### config.mk
export PLATFORM = sky130hd
export DESIGN_NAME = asmr_regs
export DESIGN_NICKNAME = d
export VERILOG_FILES = /design/src/asmr_pkg.sv /design/src/asmr_regs.sv
export SDC_FILE = /design/constraint.sdc
export NUM_CORES = 1
export LEC_CHECK = 0
export ABC_AREA = 1
export BUFFER_PORTS_ARGS = -buffer_cell sky130_fd_sc_hd__buf_4
export CORE_MARGIN = 1
export CORE_UTILIZATION = 46
export DETAILED_ROUTE_END_ITERATION = 12
export MAX_ROUTING_LAYER = met4
export PLACE_DENSITY = 0.77
export SLEW_MARGIN = 20
export SYNTH_ARGS = -nofsm -noshare
export SYNTH_HDL_FRONTEND = slang
export SYNTH_SLANG_ARGS = --single-unit
### constraint.sdc
create_clock -name clk_in -period 1.2 [get_ports clk_in]
set_input_delay 0.06 -clock clk_in [delete_from_list [all_inputs] [get_ports clk_in]]
set_output_delay 0.06 -clock clk_in [all_outputs]
set_load 0.01 [all_outputs]
### src/asmr_pkg.sv
// package: register map, field positions and reset values of the status and mode bank
package asmr_pkg;
	// ****************************************************************
	// register indices; byte address is four times the index
	// ****************************************************************
	localparam logic [1:0] ASMR_IDX_IDENTITY = 2'h0;
	localparam logic [1:0] ASMR_IDX_STATUS = 2'h1;
	localparam logic [1:0] ASMR_IDX_MODE = 2'h2;
	localparam logic [1:0] ASMR_IDX_IRQ_STAT = 2'h3;
	localparam logic [7:0] ASMR_IDX_IRQ_MASK = 8'h04;
	localparam logic [7:0] ASMR_ADDR_IDENTITY = 8'h00;
	localparam logic [7:0] ASMR_ADDR_STATUS = 8'h04;
	localparam logic [7:0] ASMR_ADDR_MODE = 8'h08;
	localparam logic [7:0] ASMR_ADDR_IRQ_STAT = 8'h0C;
	localparam logic [7:0] ASMR_ADDR_IRQ_MASK = 8'h10;
	// ****************************************************************
	// reset values and fixed fields
	// ****************************************************************
	localparam logic [15:0] ASMR_STATUS_RST = 16'h0500;
	localparam logic [15:0] ASMR_MODE_RST = 16'h0510;
	localparam logic [3:0] ASMR_ID_UPPER = 4'h2;
	localparam logic [3:0] ASMR_CHANNEL_QUANTITY = 4'h2;
	localparam logic [7:0] ASMR_REVISION_DEFAULT = 8'h5A; // arbitrary value
	// ****************************************************************
	// status bit positions
	// ****************************************************************
	localparam int ASMR_ST_LOCK = 15;
	localparam int ASMR_ST_RESYNC = 14;
	localparam int ASMR_ST_MAPCRC = 13;
	localparam int ASMR_ST_CRCERR = 12;
	localparam int ASMR_ST_CRCTYPE = 11;
	localparam int ASMR_ST_RESET = 10;
	localparam int ASMR_ST_CH1 = 1;
	localparam int ASMR_ST_CH0 = 0;
	// ****************************************************************
	// mode bit positions
	// ****************************************************************
	localparam int ASMR_MD_MAPCRC_EN = 13;
	localparam int ASMR_MD_RXCRC_EN = 12;
	localparam int ASMR_MD_CRCTYPE = 11;
	localparam int ASMR_MD_RESET = 10;
	localparam int ASMR_MD_TIMEOUT = 4;
	localparam int ASMR_MD_FLOAT = 1;
	localparam int ASMR_MD_PULSE = 0;
	// interrupt event bits: 0 resync, 1 map crc change, 2 input crc error, 3 new data
	localparam int ASMR_IRQ_W = 4;
	// ready pulse width in ns at 10 MHz clock
	localparam int ASMR_CLK_NS = 100;
	localparam int ASMR_PULSE_NS = 400;
	localparam int ASMR_PULSE_CYC = (ASMR_PULSE_NS + ASMR_CLK_NS - 1) / ASMR_CLK_NS;
	// ready source select codes
	typedef enum logic [1:0] {
		ASMR_SRC_LAG = 2'b00,
		ASMR_SRC_OR = 2'b01,
		ASMR_SRC_LEAD = 2'b10,
		ASMR_SRC_LEAD2 = 2'b11
	} asmr_src_e;
	// ready pin state machine, gray along idle to pulse to held
	typedef enum logic [1:0] {
		ASMR_RDY_IDLE = 2'b00,
		ASMR_RDY_PULSE = 2'b01,
		ASMR_RDY_HELD = 2'b11
	} asmr_rdy_e;
	// event inputs from the converter core
	typedef struct packed {
		logic lock;
		logic resync;
		logic map_crc_value_valid;
		logic [15:0] map_crc_value;
		logic rx_crc_error;
		logic [1:0] chan_enable;
		logic [1:0] new_sample;
		logic [1:0] sample_taken;
	} asmr_core_s;
	// configuration outputs toward the core
	typedef struct packed {
		logic map_crc_en;
		logic rx_crc_en;
		logic crc_type;
		logic [1:0] word_size_sel;
		logic timeout_en;
	} asmr_cfg_s;
endpackage

### src/asmr_regs.sv
// module: apb slave holding the identity, status and mode registers of the converter
//
// Local design decision: the APB slave port.
`timescale 1ns/1ps
// Behaviour
// identity reads channel count two in bits 11:8, read only
// host ignores identity low byte, it is revision dependent
// status register at index one, 0500h after reset
// status bit 15 shows serial lock, zero after reset; the code passes core_in.lock straight through, unaffected by reset
// status bit 14 set whenever conversions resynchronize
// status bit 13 set when register map checksum changed
// status bit 12 set on incoming frame checksum error
// status bit 11 reports checksum type, zero CCITT, one ANSI
// status bit 10 set after reset, held until cleared
// status bits 9:8 report word length, default 01
// status bit 1 flags new channel one data
// status bit 0 flags new channel zero data
// mode register at index two, read write, 0510h after reset
// writing zero to mode reset bit clears the status reset flag
// mode bits 13 and 12 enable map and input checksums, off at reset
// ready source: lagging, OR, or leading enabled channel
// idle pin high or floating; active low level or fixed pulse
// status checksum type, reset and length mirror mode fields
// status bits 7:2 read zero; writes to identity and status ignored
module asmr_regs (
	input wire logic clk_in,
	input wire logic reset_n_in,
	input wire logic psel_in,
	input wire logic penable_in,
	input wire logic pwrite_in,
	input wire logic [7:0] paddr_in,
	input wire logic [31:0] pwdata_in,
	input wire logic [3:0] pstrb_in,
	output logic [31:0] prdata_out,
	output logic pready_out,
	output logic pslverr_out,
	input wire asmr_pkg::asmr_core_s core_in,
	output asmr_pkg::asmr_cfg_s cfg_out,
	output logic data_ready_pin_out,
	output logic data_ready_pin_oe_out,
	output logic irq_out
);
	import asmr_pkg::*;

	logic [15:0] mode_reg;
	logic resync_event_flag_reg, map_change_reg, crc_err_reg;
	logic [1:0] new_sample_reg;
	logic [15:0] last_crc_reg;
	logic crc_seen_reg;
	logic [ASMR_IRQ_W-1:0] irq_stat_reg, irq_mask_reg;
	logic [15:0] status_view, ident_view;
	logic wr_access, rd_access, addr_ok, st_rd;
	logic map_crc_change;
	logic [ASMR_IRQ_W-1:0] irq_events;
	asmr_rdy_e rdy_state_reg;
	logic [2:0] pulse_cnt_reg;
	logic ready_source, ready_source_prev_reg;
	asmr_src_e ready_source_sel;

	// ****************************************************************
	// bus decode
	// ****************************************************************
	// zero-wait slave: the access phase completes at once
	assign pready_out = 1'b1;
	assign wr_access = psel_in & penable_in & pwrite_in;
	assign rd_access = psel_in & penable_in & ~pwrite_in;
	assign addr_ok = (paddr_in == ASMR_ADDR_IDENTITY) | (paddr_in == ASMR_ADDR_STATUS) |
		(paddr_in == ASMR_ADDR_MODE) | (paddr_in == ASMR_ADDR_IRQ_STAT) |
		(paddr_in == ASMR_ADDR_IRQ_MASK);
	assign pslverr_out = psel_in & penable_in & ~addr_ok;
	assign st_rd = rd_access & (paddr_in == ASMR_ADDR_STATUS);

	// identity view: fixed upper nibbles and a revision byte
	assign ident_view = {ASMR_ID_UPPER, ASMR_CHANNEL_QUANTITY, ASMR_REVISION_DEFAULT};

	// status view assembled from live flags and mirrored mode fields
	assign status_view = {core_in.lock, resync_event_flag_reg, map_change_reg, crc_err_reg,
		mode_reg[ASMR_MD_CRCTYPE], mode_reg[ASMR_MD_RESET], mode_reg[9:8],
		6'h00, new_sample_reg};

	// ****************************************************************
	// mode register
	// ****************************************************************
	// low byte lane and high byte lane written separately
	always_ff @(posedge clk_in) begin
		if (!reset_n_in) begin
			mode_reg <= ASMR_MODE_RST;
		end else if (wr_access && paddr_in == ASMR_ADDR_MODE) begin
			if (pstrb_in[0]) begin
				mode_reg[7:0] <= pwdata_in[7:0];
			end
			if (pstrb_in[1]) begin
				mode_reg[15:8] <= pwdata_in[15:8];
			end
		end
	end

	assign cfg_out.map_crc_en = mode_reg[ASMR_MD_MAPCRC_EN];
	assign cfg_out.rx_crc_en = mode_reg[ASMR_MD_RXCRC_EN];
	assign cfg_out.crc_type = mode_reg[ASMR_MD_CRCTYPE];
	assign cfg_out.word_size_sel = mode_reg[9:8];
	assign cfg_out.timeout_en = mode_reg[ASMR_MD_TIMEOUT];

	// ****************************************************************
	// status event flags
	// ****************************************************************
	// remember the last checksum so a change is detectable; first value only primes it
	always_ff @(posedge clk_in) begin
		if (!reset_n_in) begin
			last_crc_reg <= 16'h0000;
			crc_seen_reg <= 1'b0;
		end else if (core_in.map_crc_value_valid && mode_reg[ASMR_MD_MAPCRC_EN]) begin
			last_crc_reg <= core_in.map_crc_value;
			crc_seen_reg <= 1'b1;
		end
	end
	assign map_crc_change = core_in.map_crc_value_valid & mode_reg[ASMR_MD_MAPCRC_EN] &
		crc_seen_reg & (core_in.map_crc_value != last_crc_reg);

	// flags clear on a status read; a new event in that cycle wins
	always_ff @(posedge clk_in) begin
		if (!reset_n_in) begin
			resync_event_flag_reg <= 1'b0;
			map_change_reg <= 1'b0;
			crc_err_reg <= 1'b0;
		end else begin
			resync_event_flag_reg <= core_in.resync | (resync_event_flag_reg & ~st_rd);
			map_change_reg <= map_crc_change | (map_change_reg & ~st_rd);
			crc_err_reg <= (core_in.rx_crc_error & mode_reg[ASMR_MD_RXCRC_EN]) |
				(crc_err_reg & ~st_rd);
		end
	end

	// per-channel new data, cleared when the core reports the sample taken
	genvar ch;
	generate
		for (ch = 0; ch < 2; ch++) begin : g_chan
			always_ff @(posedge clk_in) begin
				if (!reset_n_in) begin
					new_sample_reg[ch] <= 1'b0;
				end else begin
					new_sample_reg[ch] <= core_in.new_sample[ch] |
						(new_sample_reg[ch] & ~core_in.sample_taken[ch]);
				end
			end
		end
	endgenerate

	// ****************************************************************
	// interrupt status and mask
	// ****************************************************************
	assign irq_events = {|core_in.new_sample, core_in.rx_crc_error & mode_reg[ASMR_MD_RXCRC_EN],
		map_crc_change, core_in.resync};
	// write one to clear; a coincident event keeps its bit
	always_ff @(posedge clk_in) begin
		if (!reset_n_in) begin
			irq_stat_reg <= '0;
		end else if (wr_access && paddr_in == ASMR_ADDR_IRQ_STAT && pstrb_in[0]) begin
			irq_stat_reg <= irq_events | (irq_stat_reg & ~pwdata_in[ASMR_IRQ_W-1:0]);
		end else begin
			irq_stat_reg <= irq_events | irq_stat_reg;
		end
	end
	always_ff @(posedge clk_in) begin
		if (!reset_n_in) begin
			irq_mask_reg <= '0;
		end else if (wr_access && paddr_in == ASMR_ADDR_IRQ_MASK && pstrb_in[0]) begin
			irq_mask_reg <= pwdata_in[ASMR_IRQ_W-1:0];
		end
	end
	assign irq_out = |(irq_stat_reg & irq_mask_reg);

	// ****************************************************************
	// read data
	// ****************************************************************
	// identity and status have no write path, so writes there are dropped
	always_ff @(posedge clk_in) begin
		if (!reset_n_in) begin
			prdata_out <= 32'h0000_0000;
		end else if (psel_in && !penable_in && !pwrite_in) begin
			case (paddr_in)
				ASMR_ADDR_IDENTITY: prdata_out <= {16'h0000, ident_view};
				ASMR_ADDR_STATUS: prdata_out <= {16'h0000, status_view};
				ASMR_ADDR_MODE: prdata_out <= {16'h0000, mode_reg};
				ASMR_ADDR_IRQ_STAT: prdata_out <= {28'h000_0000, irq_stat_reg};
				ASMR_ADDR_IRQ_MASK: prdata_out <= {28'h000_0000, irq_mask_reg};
				default: prdata_out <= 32'h0000_0000;
			endcase
		end
	end

	// ****************************************************************
	// data ready pin
	// ****************************************************************
	assign ready_source_sel = asmr_src_e'(mode_reg[3:2]);
	// lagging needs every enabled channel, leading any; OR mode follows any too
	always_comb begin
		ready_source = 1'b0;
		case (ready_source_sel)
			ASMR_SRC_LAG: ready_source = (core_in.chan_enable != 2'b00) &
				((new_sample_reg & core_in.chan_enable) == core_in.chan_enable);
			ASMR_SRC_OR: ready_source = |(new_sample_reg & core_in.chan_enable);
			default: ready_source = |(new_sample_reg & core_in.chan_enable);
		endcase
	end

	// leading and OR modes both react to first arrival only; neither re-arms until the source drops
	always_ff @(posedge clk_in) begin
		if (!reset_n_in) begin
			ready_source_prev_reg <= 1'b0;
			rdy_state_reg <= ASMR_RDY_IDLE;
			pulse_cnt_reg <= 3'h0;
		end else begin
			ready_source_prev_reg <= ready_source;
			case (rdy_state_reg)
				ASMR_RDY_IDLE: begin
					if (ready_source && !ready_source_prev_reg) begin
						rdy_state_reg <= mode_reg[ASMR_MD_PULSE] ? ASMR_RDY_PULSE : ASMR_RDY_HELD;
						pulse_cnt_reg <= 3'(ASMR_PULSE_CYC - 1);
					end
				end
				ASMR_RDY_PULSE: begin
					if (pulse_cnt_reg == 3'h0) begin
						rdy_state_reg <= ASMR_RDY_HELD;
					end else begin
						pulse_cnt_reg <= pulse_cnt_reg - 3'h1;
					end
				end
				ASMR_RDY_HELD: begin
					if (!ready_source) begin
						rdy_state_reg <= ASMR_RDY_IDLE;
					end
				end
				default: rdy_state_reg <= ASMR_RDY_IDLE;
			endcase
		end
	end

	// pin low while asserted; otherwise high or released
	always_ff @(posedge clk_in) begin
		if (!reset_n_in) begin
			data_ready_pin_out <= 1'b1;
			data_ready_pin_oe_out <= 1'b1;
		end else begin
			if (rdy_state_reg == ASMR_RDY_PULSE ||
				(rdy_state_reg == ASMR_RDY_HELD && !mode_reg[ASMR_MD_PULSE])) begin
				data_ready_pin_out <= 1'b0;
				data_ready_pin_oe_out <= 1'b1;
			end else begin
				data_ready_pin_out <= 1'b1;
				data_ready_pin_oe_out <= ~mode_reg[ASMR_MD_FLOAT];
			end
		end
	end

	// ****************************************************************
	// assertions
	// ****************************************************************
	AST_STATUS_RESET: assert property (@(posedge clk_in) !reset_n_in |=>
		status_view == (ASMR_STATUS_RST | {core_in.lock, 15'h0000}))
		else $error("status not at reset value");
	AST_MODE_RESET: assert property (@(posedge clk_in) !reset_n_in |=>
		mode_reg == ASMR_MODE_RST) else $error("mode not at reset value");
	AST_RESET_ACK: assert property (@(posedge clk_in) disable iff (!reset_n_in)
		(wr_access && paddr_in == ASMR_ADDR_MODE && pstrb_in[1] && !pwdata_in[10])
		|=> !status_view[ASMR_ST_RESET]) else $error("reset flag not cleared");
	AST_RESYNC_SET: assert property (@(posedge clk_in) disable iff (!reset_n_in)
		core_in.resync |=> status_view[ASMR_ST_RESYNC]) else $error("resync lost");
	AST_CRCERR_SET: assert property (@(posedge clk_in) disable iff (!reset_n_in)
		(core_in.rx_crc_error && mode_reg[ASMR_MD_RXCRC_EN]) |=> status_view[ASMR_ST_CRCERR])
		else $error("crc error lost");
	AST_MIRROR: assert property (@(posedge clk_in) disable iff (!reset_n_in)
		status_view[11:8] == mode_reg[11:8]) else $error("status mirror mismatch");
	AST_RESERVED: assert property (@(posedge clk_in) disable iff (!reset_n_in)
		status_view[7:2] == 6'h00) else $error("reserved status bits set");
	AST_CHAN_SET: assert property (@(posedge clk_in) disable iff (!reset_n_in)
		core_in.new_sample[1] |=> status_view[ASMR_ST_CH1]) else $error("ch1 flag lost");
	AST_PULSE_LEN: assert property (@(posedge clk_in) disable iff (!reset_n_in)
		$rose(rdy_state_reg == ASMR_RDY_PULSE) |=> (!data_ready_pin_out) [*4] ##1
		data_ready_pin_out) else $error("ready pulse width wrong");
	AST_FLOAT_IDLE: assert property (@(posedge clk_in) disable iff (!reset_n_in)
		(rdy_state_reg == ASMR_RDY_IDLE && mode_reg[ASMR_MD_FLOAT]) |=> !data_ready_pin_oe_out)
		else $error("idle pin not released");
endmodule // asmr_regs

==> flow_metrics.py <==
metrics = {
    "placed_design": {
        "portBuffers": 82,
        "dp_cells": 693,
        "hpwl_mm": 6.35,
        "place_congestion": 0.877,
    },
    "min_path": {
        "hold_path.startpoint": "core_in[1]",
        "hp-class": "input pin to flip-flop",
        "min_delay_path_depth": 4,
        "hold_end": "new_sample_reg[1]",
    },
    "power": {
        "internal_power_uw": 3480,
        "comb_power_share": 0.160,
        "peakVddDrop_mv": 0.825,
        "pwr-share-seq": 0.508,
        "power.switching_uw": 1300,
        "p_clk_frac": 0.332,
        "swShare": 0.272,
        "finalPower_uw": 4780,
        "pwr_density_cell_nw_per_um2": 1010,
        "leakage_uw": 0.00228,
    },
    "synth": {
        "synthAdderAreaFrac": 0.00710,
        "synth_area_um2": 3520,
        "synth_compound_gate_area_share": 0.142,
        "synth_top_family_by_area": "simple AND/OR/NAND/NOR gates",
        "yosysWarnings": 0,
        "synth.mux.area_fraction": 0,
        "synth_xor_area_frac": 0,
        "ys_ff_latch": 70,
        "syn_inst": 513,
        "seq_area_frac_synth": 0.398,
        "syn_area_per_cell_um2": 6.87,
        "synth-simple-area-share": 0.310,
        "yosysUniqueCellTypes": 35,
    },
    "floorplan": {
        "core_um2": 7330,
        "die_h_um": 89.5,
        "fp-row-count": 31,
        "die_x_um": 89.5,
        "initial_core_util": 0.481,
        "io_pins": 118,
        "dieArea_um2": 8010,
    },
    "sta": {
        "setup_viol": 0,
        "hold_viol_final": 0,
        "finClkSkew_ns": 0.00812,
        "finalSetupTns_ns": 0,
        "timing.hold.ws_ns": 0.00209,
        "min_period_over_period": 0.977,
        "slew_violations": 0,
        "fmax_mhz": 853,
        "layout_min_cycle_time_ns": 1.17,
        "rsz0062_at_grt": "yes",
    },
    "drt": {
        "dr_wl_met2_mm": 4.44,
        "routedWlPerCell_um": 12.0,
        "wl_met1_mm": 3.61,
        "drtIter0Drc": 133,
        "routed-wl-met3_um": 489,
        "via_per_inst": 4.78,
        "dr.pass1.iters": 4,
        "routed_wl_mm": 8.75,
        "ant_nets": 0,
        "drcViolationCount": 0,
        "vias": 3492,
        "dr.max_layer_used": "met4",
    },
    "finish": {
        "fin_nets": 704,
        "diodes": 0,
        "drive_gt1_frac": 0.274,
        "fin_cells": 730,
        "final_cell_mix": "nand2_1 (127), buf_4 (99), dfxtp_1 (62), nor2_1 (59), inv_1 (51)",
        "fillerInstances": 627,
        "multi_input_area_um2": 1730,
        "seq_area_um2": 1410,
        "area_growth_pct": 34.3,
        "final_core_util": 0.646,
        "layout_commonest_cell": "nand2_1",
    },
    "global_route": {
        "grt_pass1_vias": 3178,
        "grt_usage": 0.231,
        "grt_max_degree": 31,
        "grt_first_pass_wirelength_mm": 13.4,
        "gr-total-overflow": 0,
        "antenna_found_initial": 0,
    },
    "clock_network": {
        "h-tree-depth": 3,
        "cts_sinks": 70,
        "insertion_delay_ns": 0.35,
        "clock-root-buffer": "clkbuf_8",
        "cts_tree": "done",
        "clockBufferDepth": 2,
        "clk_pin_slew_ns": 0.07,
        "cts_buffers": 9,
    },
    "worst_setup_path": {
        "crit_slowest_cell": "dfxtp_2",
        "crit_top_cell": "inv_2",
        "cp_slowest_stage_delay_ns": 0.33,
        "path_cells": "inv_2, ha_4, inv_2, o21ai_4, nand2_2, o21bai_1, inv_1",
        "r2r_setup_slack_ns": 0.03,
        "r2r_cells": 7,
        "regToRegStartpoint": "pulse_cnt_reg[1]",
        "cp-end-kind": "flip-flop",
        "crit_arrival_ns": 1.42,
        "r2r_end": "pulse_cnt_reg[0]",
        "cp.required_ns": 1.45,
        "path_class": "flip-flop to flip-flop",
        "worstPathMaxFanout": 5,
        "start_kind": "flip-flop",
    },
    "run": {
        "maxCapViolations": 0,
    },
    "status": {
        "status": "finished, final reports clean",
    },
}
metal layers:
layer	up-vias	GRT usage
li1	1797	-
met4	0	0.113
met5	-	-
met2	105	0.406
met1	1571	0.246
met3	19	0.0480
Yosys cell counts (all sizes together):
library cell,count,area share
nor2,71,0.093
dfxtp,70,0.40
clkbuf,9,0.0096
and3,1,0.0018
inv,63,0.069
and2,1,0.0018
o2111ai,1,0.0025
a21oi,45,0.066
nor4,1,0.0018
nand2,140,0.16
o211ai,4,0.0099
o21bai,1,0.0021
conb,2,0.0021
nand3b,1,0.0021
nand4,4,0.0089
ha,2,0.0071
clkinv,1,0.0025
nand3,24,0.039
o21ai,43,0.061
buf,29,0.061
power groups by stage:
stage          logic, uW  registers, uW  clock network [uW]
5_1_grt              851           2430                1720
3_3_place_gp         627           2470                   0
4_1_cts              722           2420                1620
2_1_floorplan        380           2470                   0
6_report             765           2430                1590
3_5_place_dp         655           2470                   0
cells by family (layout without fill, tap and decap cells):
kind of cell    count (synthesis)  after routing
simple gates                  243            243
buf+inv                       102            205
other cells                     2             17
fa+ha+maj                       2              2
flops                          70             70
compound gates                 94             94
stage by stage:
| stage | worst slack [ns] | cell area (um2) |
|---|---|---|
| finish | 0.0273 | 4730 |
| global placement | -0.0221 | 4300 |
| floorplan | 0.0255 | 3580 |
| global route | -0.0659 | 4730 |
| CTS | 0.00311 | 4680 |
| detailed placement | -0.185 | 4300 |
worst max-delay path, delay by kind of cell (launching register included):
family	cells	cell delay, ns
DFF	1	0.33
AOI/OAI and AO/OA	2	0.33
buffers and inverters	3	0.17
adders and majority gates	1	0.14
and+or+nand+nor	1	0.11
worst max path at each step:
stage	cells after the start	start	to
after floorplan	7	pulse_cnt_reg[0]	pulse_cnt_reg[2]
after global placement	7	pulse_cnt_reg[0]	pulse_cnt_reg[2]
after detailed placement	7	pulse_cnt_reg[1]	pulse_cnt_reg[0]
after CTS	7	pulse_cnt_reg[1]	rdy_state_reg[1]
after global routing	9	new_sample_reg[0]	pulse_cnt_reg[1]
final	7	pulse_cnt_reg[1]	pulse_cnt_reg[0]
cell type report:
type | instances | area share
clock buffers | 10 | 0.0270
clock inverters | 5 | 0.00582
inverters | 64 | 0.0529
multi-input cells | 356 | 0.365
flip-flops and latches | 70 | 0.298
well taps | 99 | 0.0262
repair buffers | 126 | 0.225
what timing repair did:
item | CTS | global route
gates cloned | 0 | 0
pin swaps | 0 | 12
hold buffers | 22 | 0
resized for setup | 3 | 24
endpoints found under the setup margin | 4 | 21
endpoints found under the hold margin | 26 | 0
buffers inserted | 0 | 1
No activity file was read; power rests on OpenSTA's default activity.
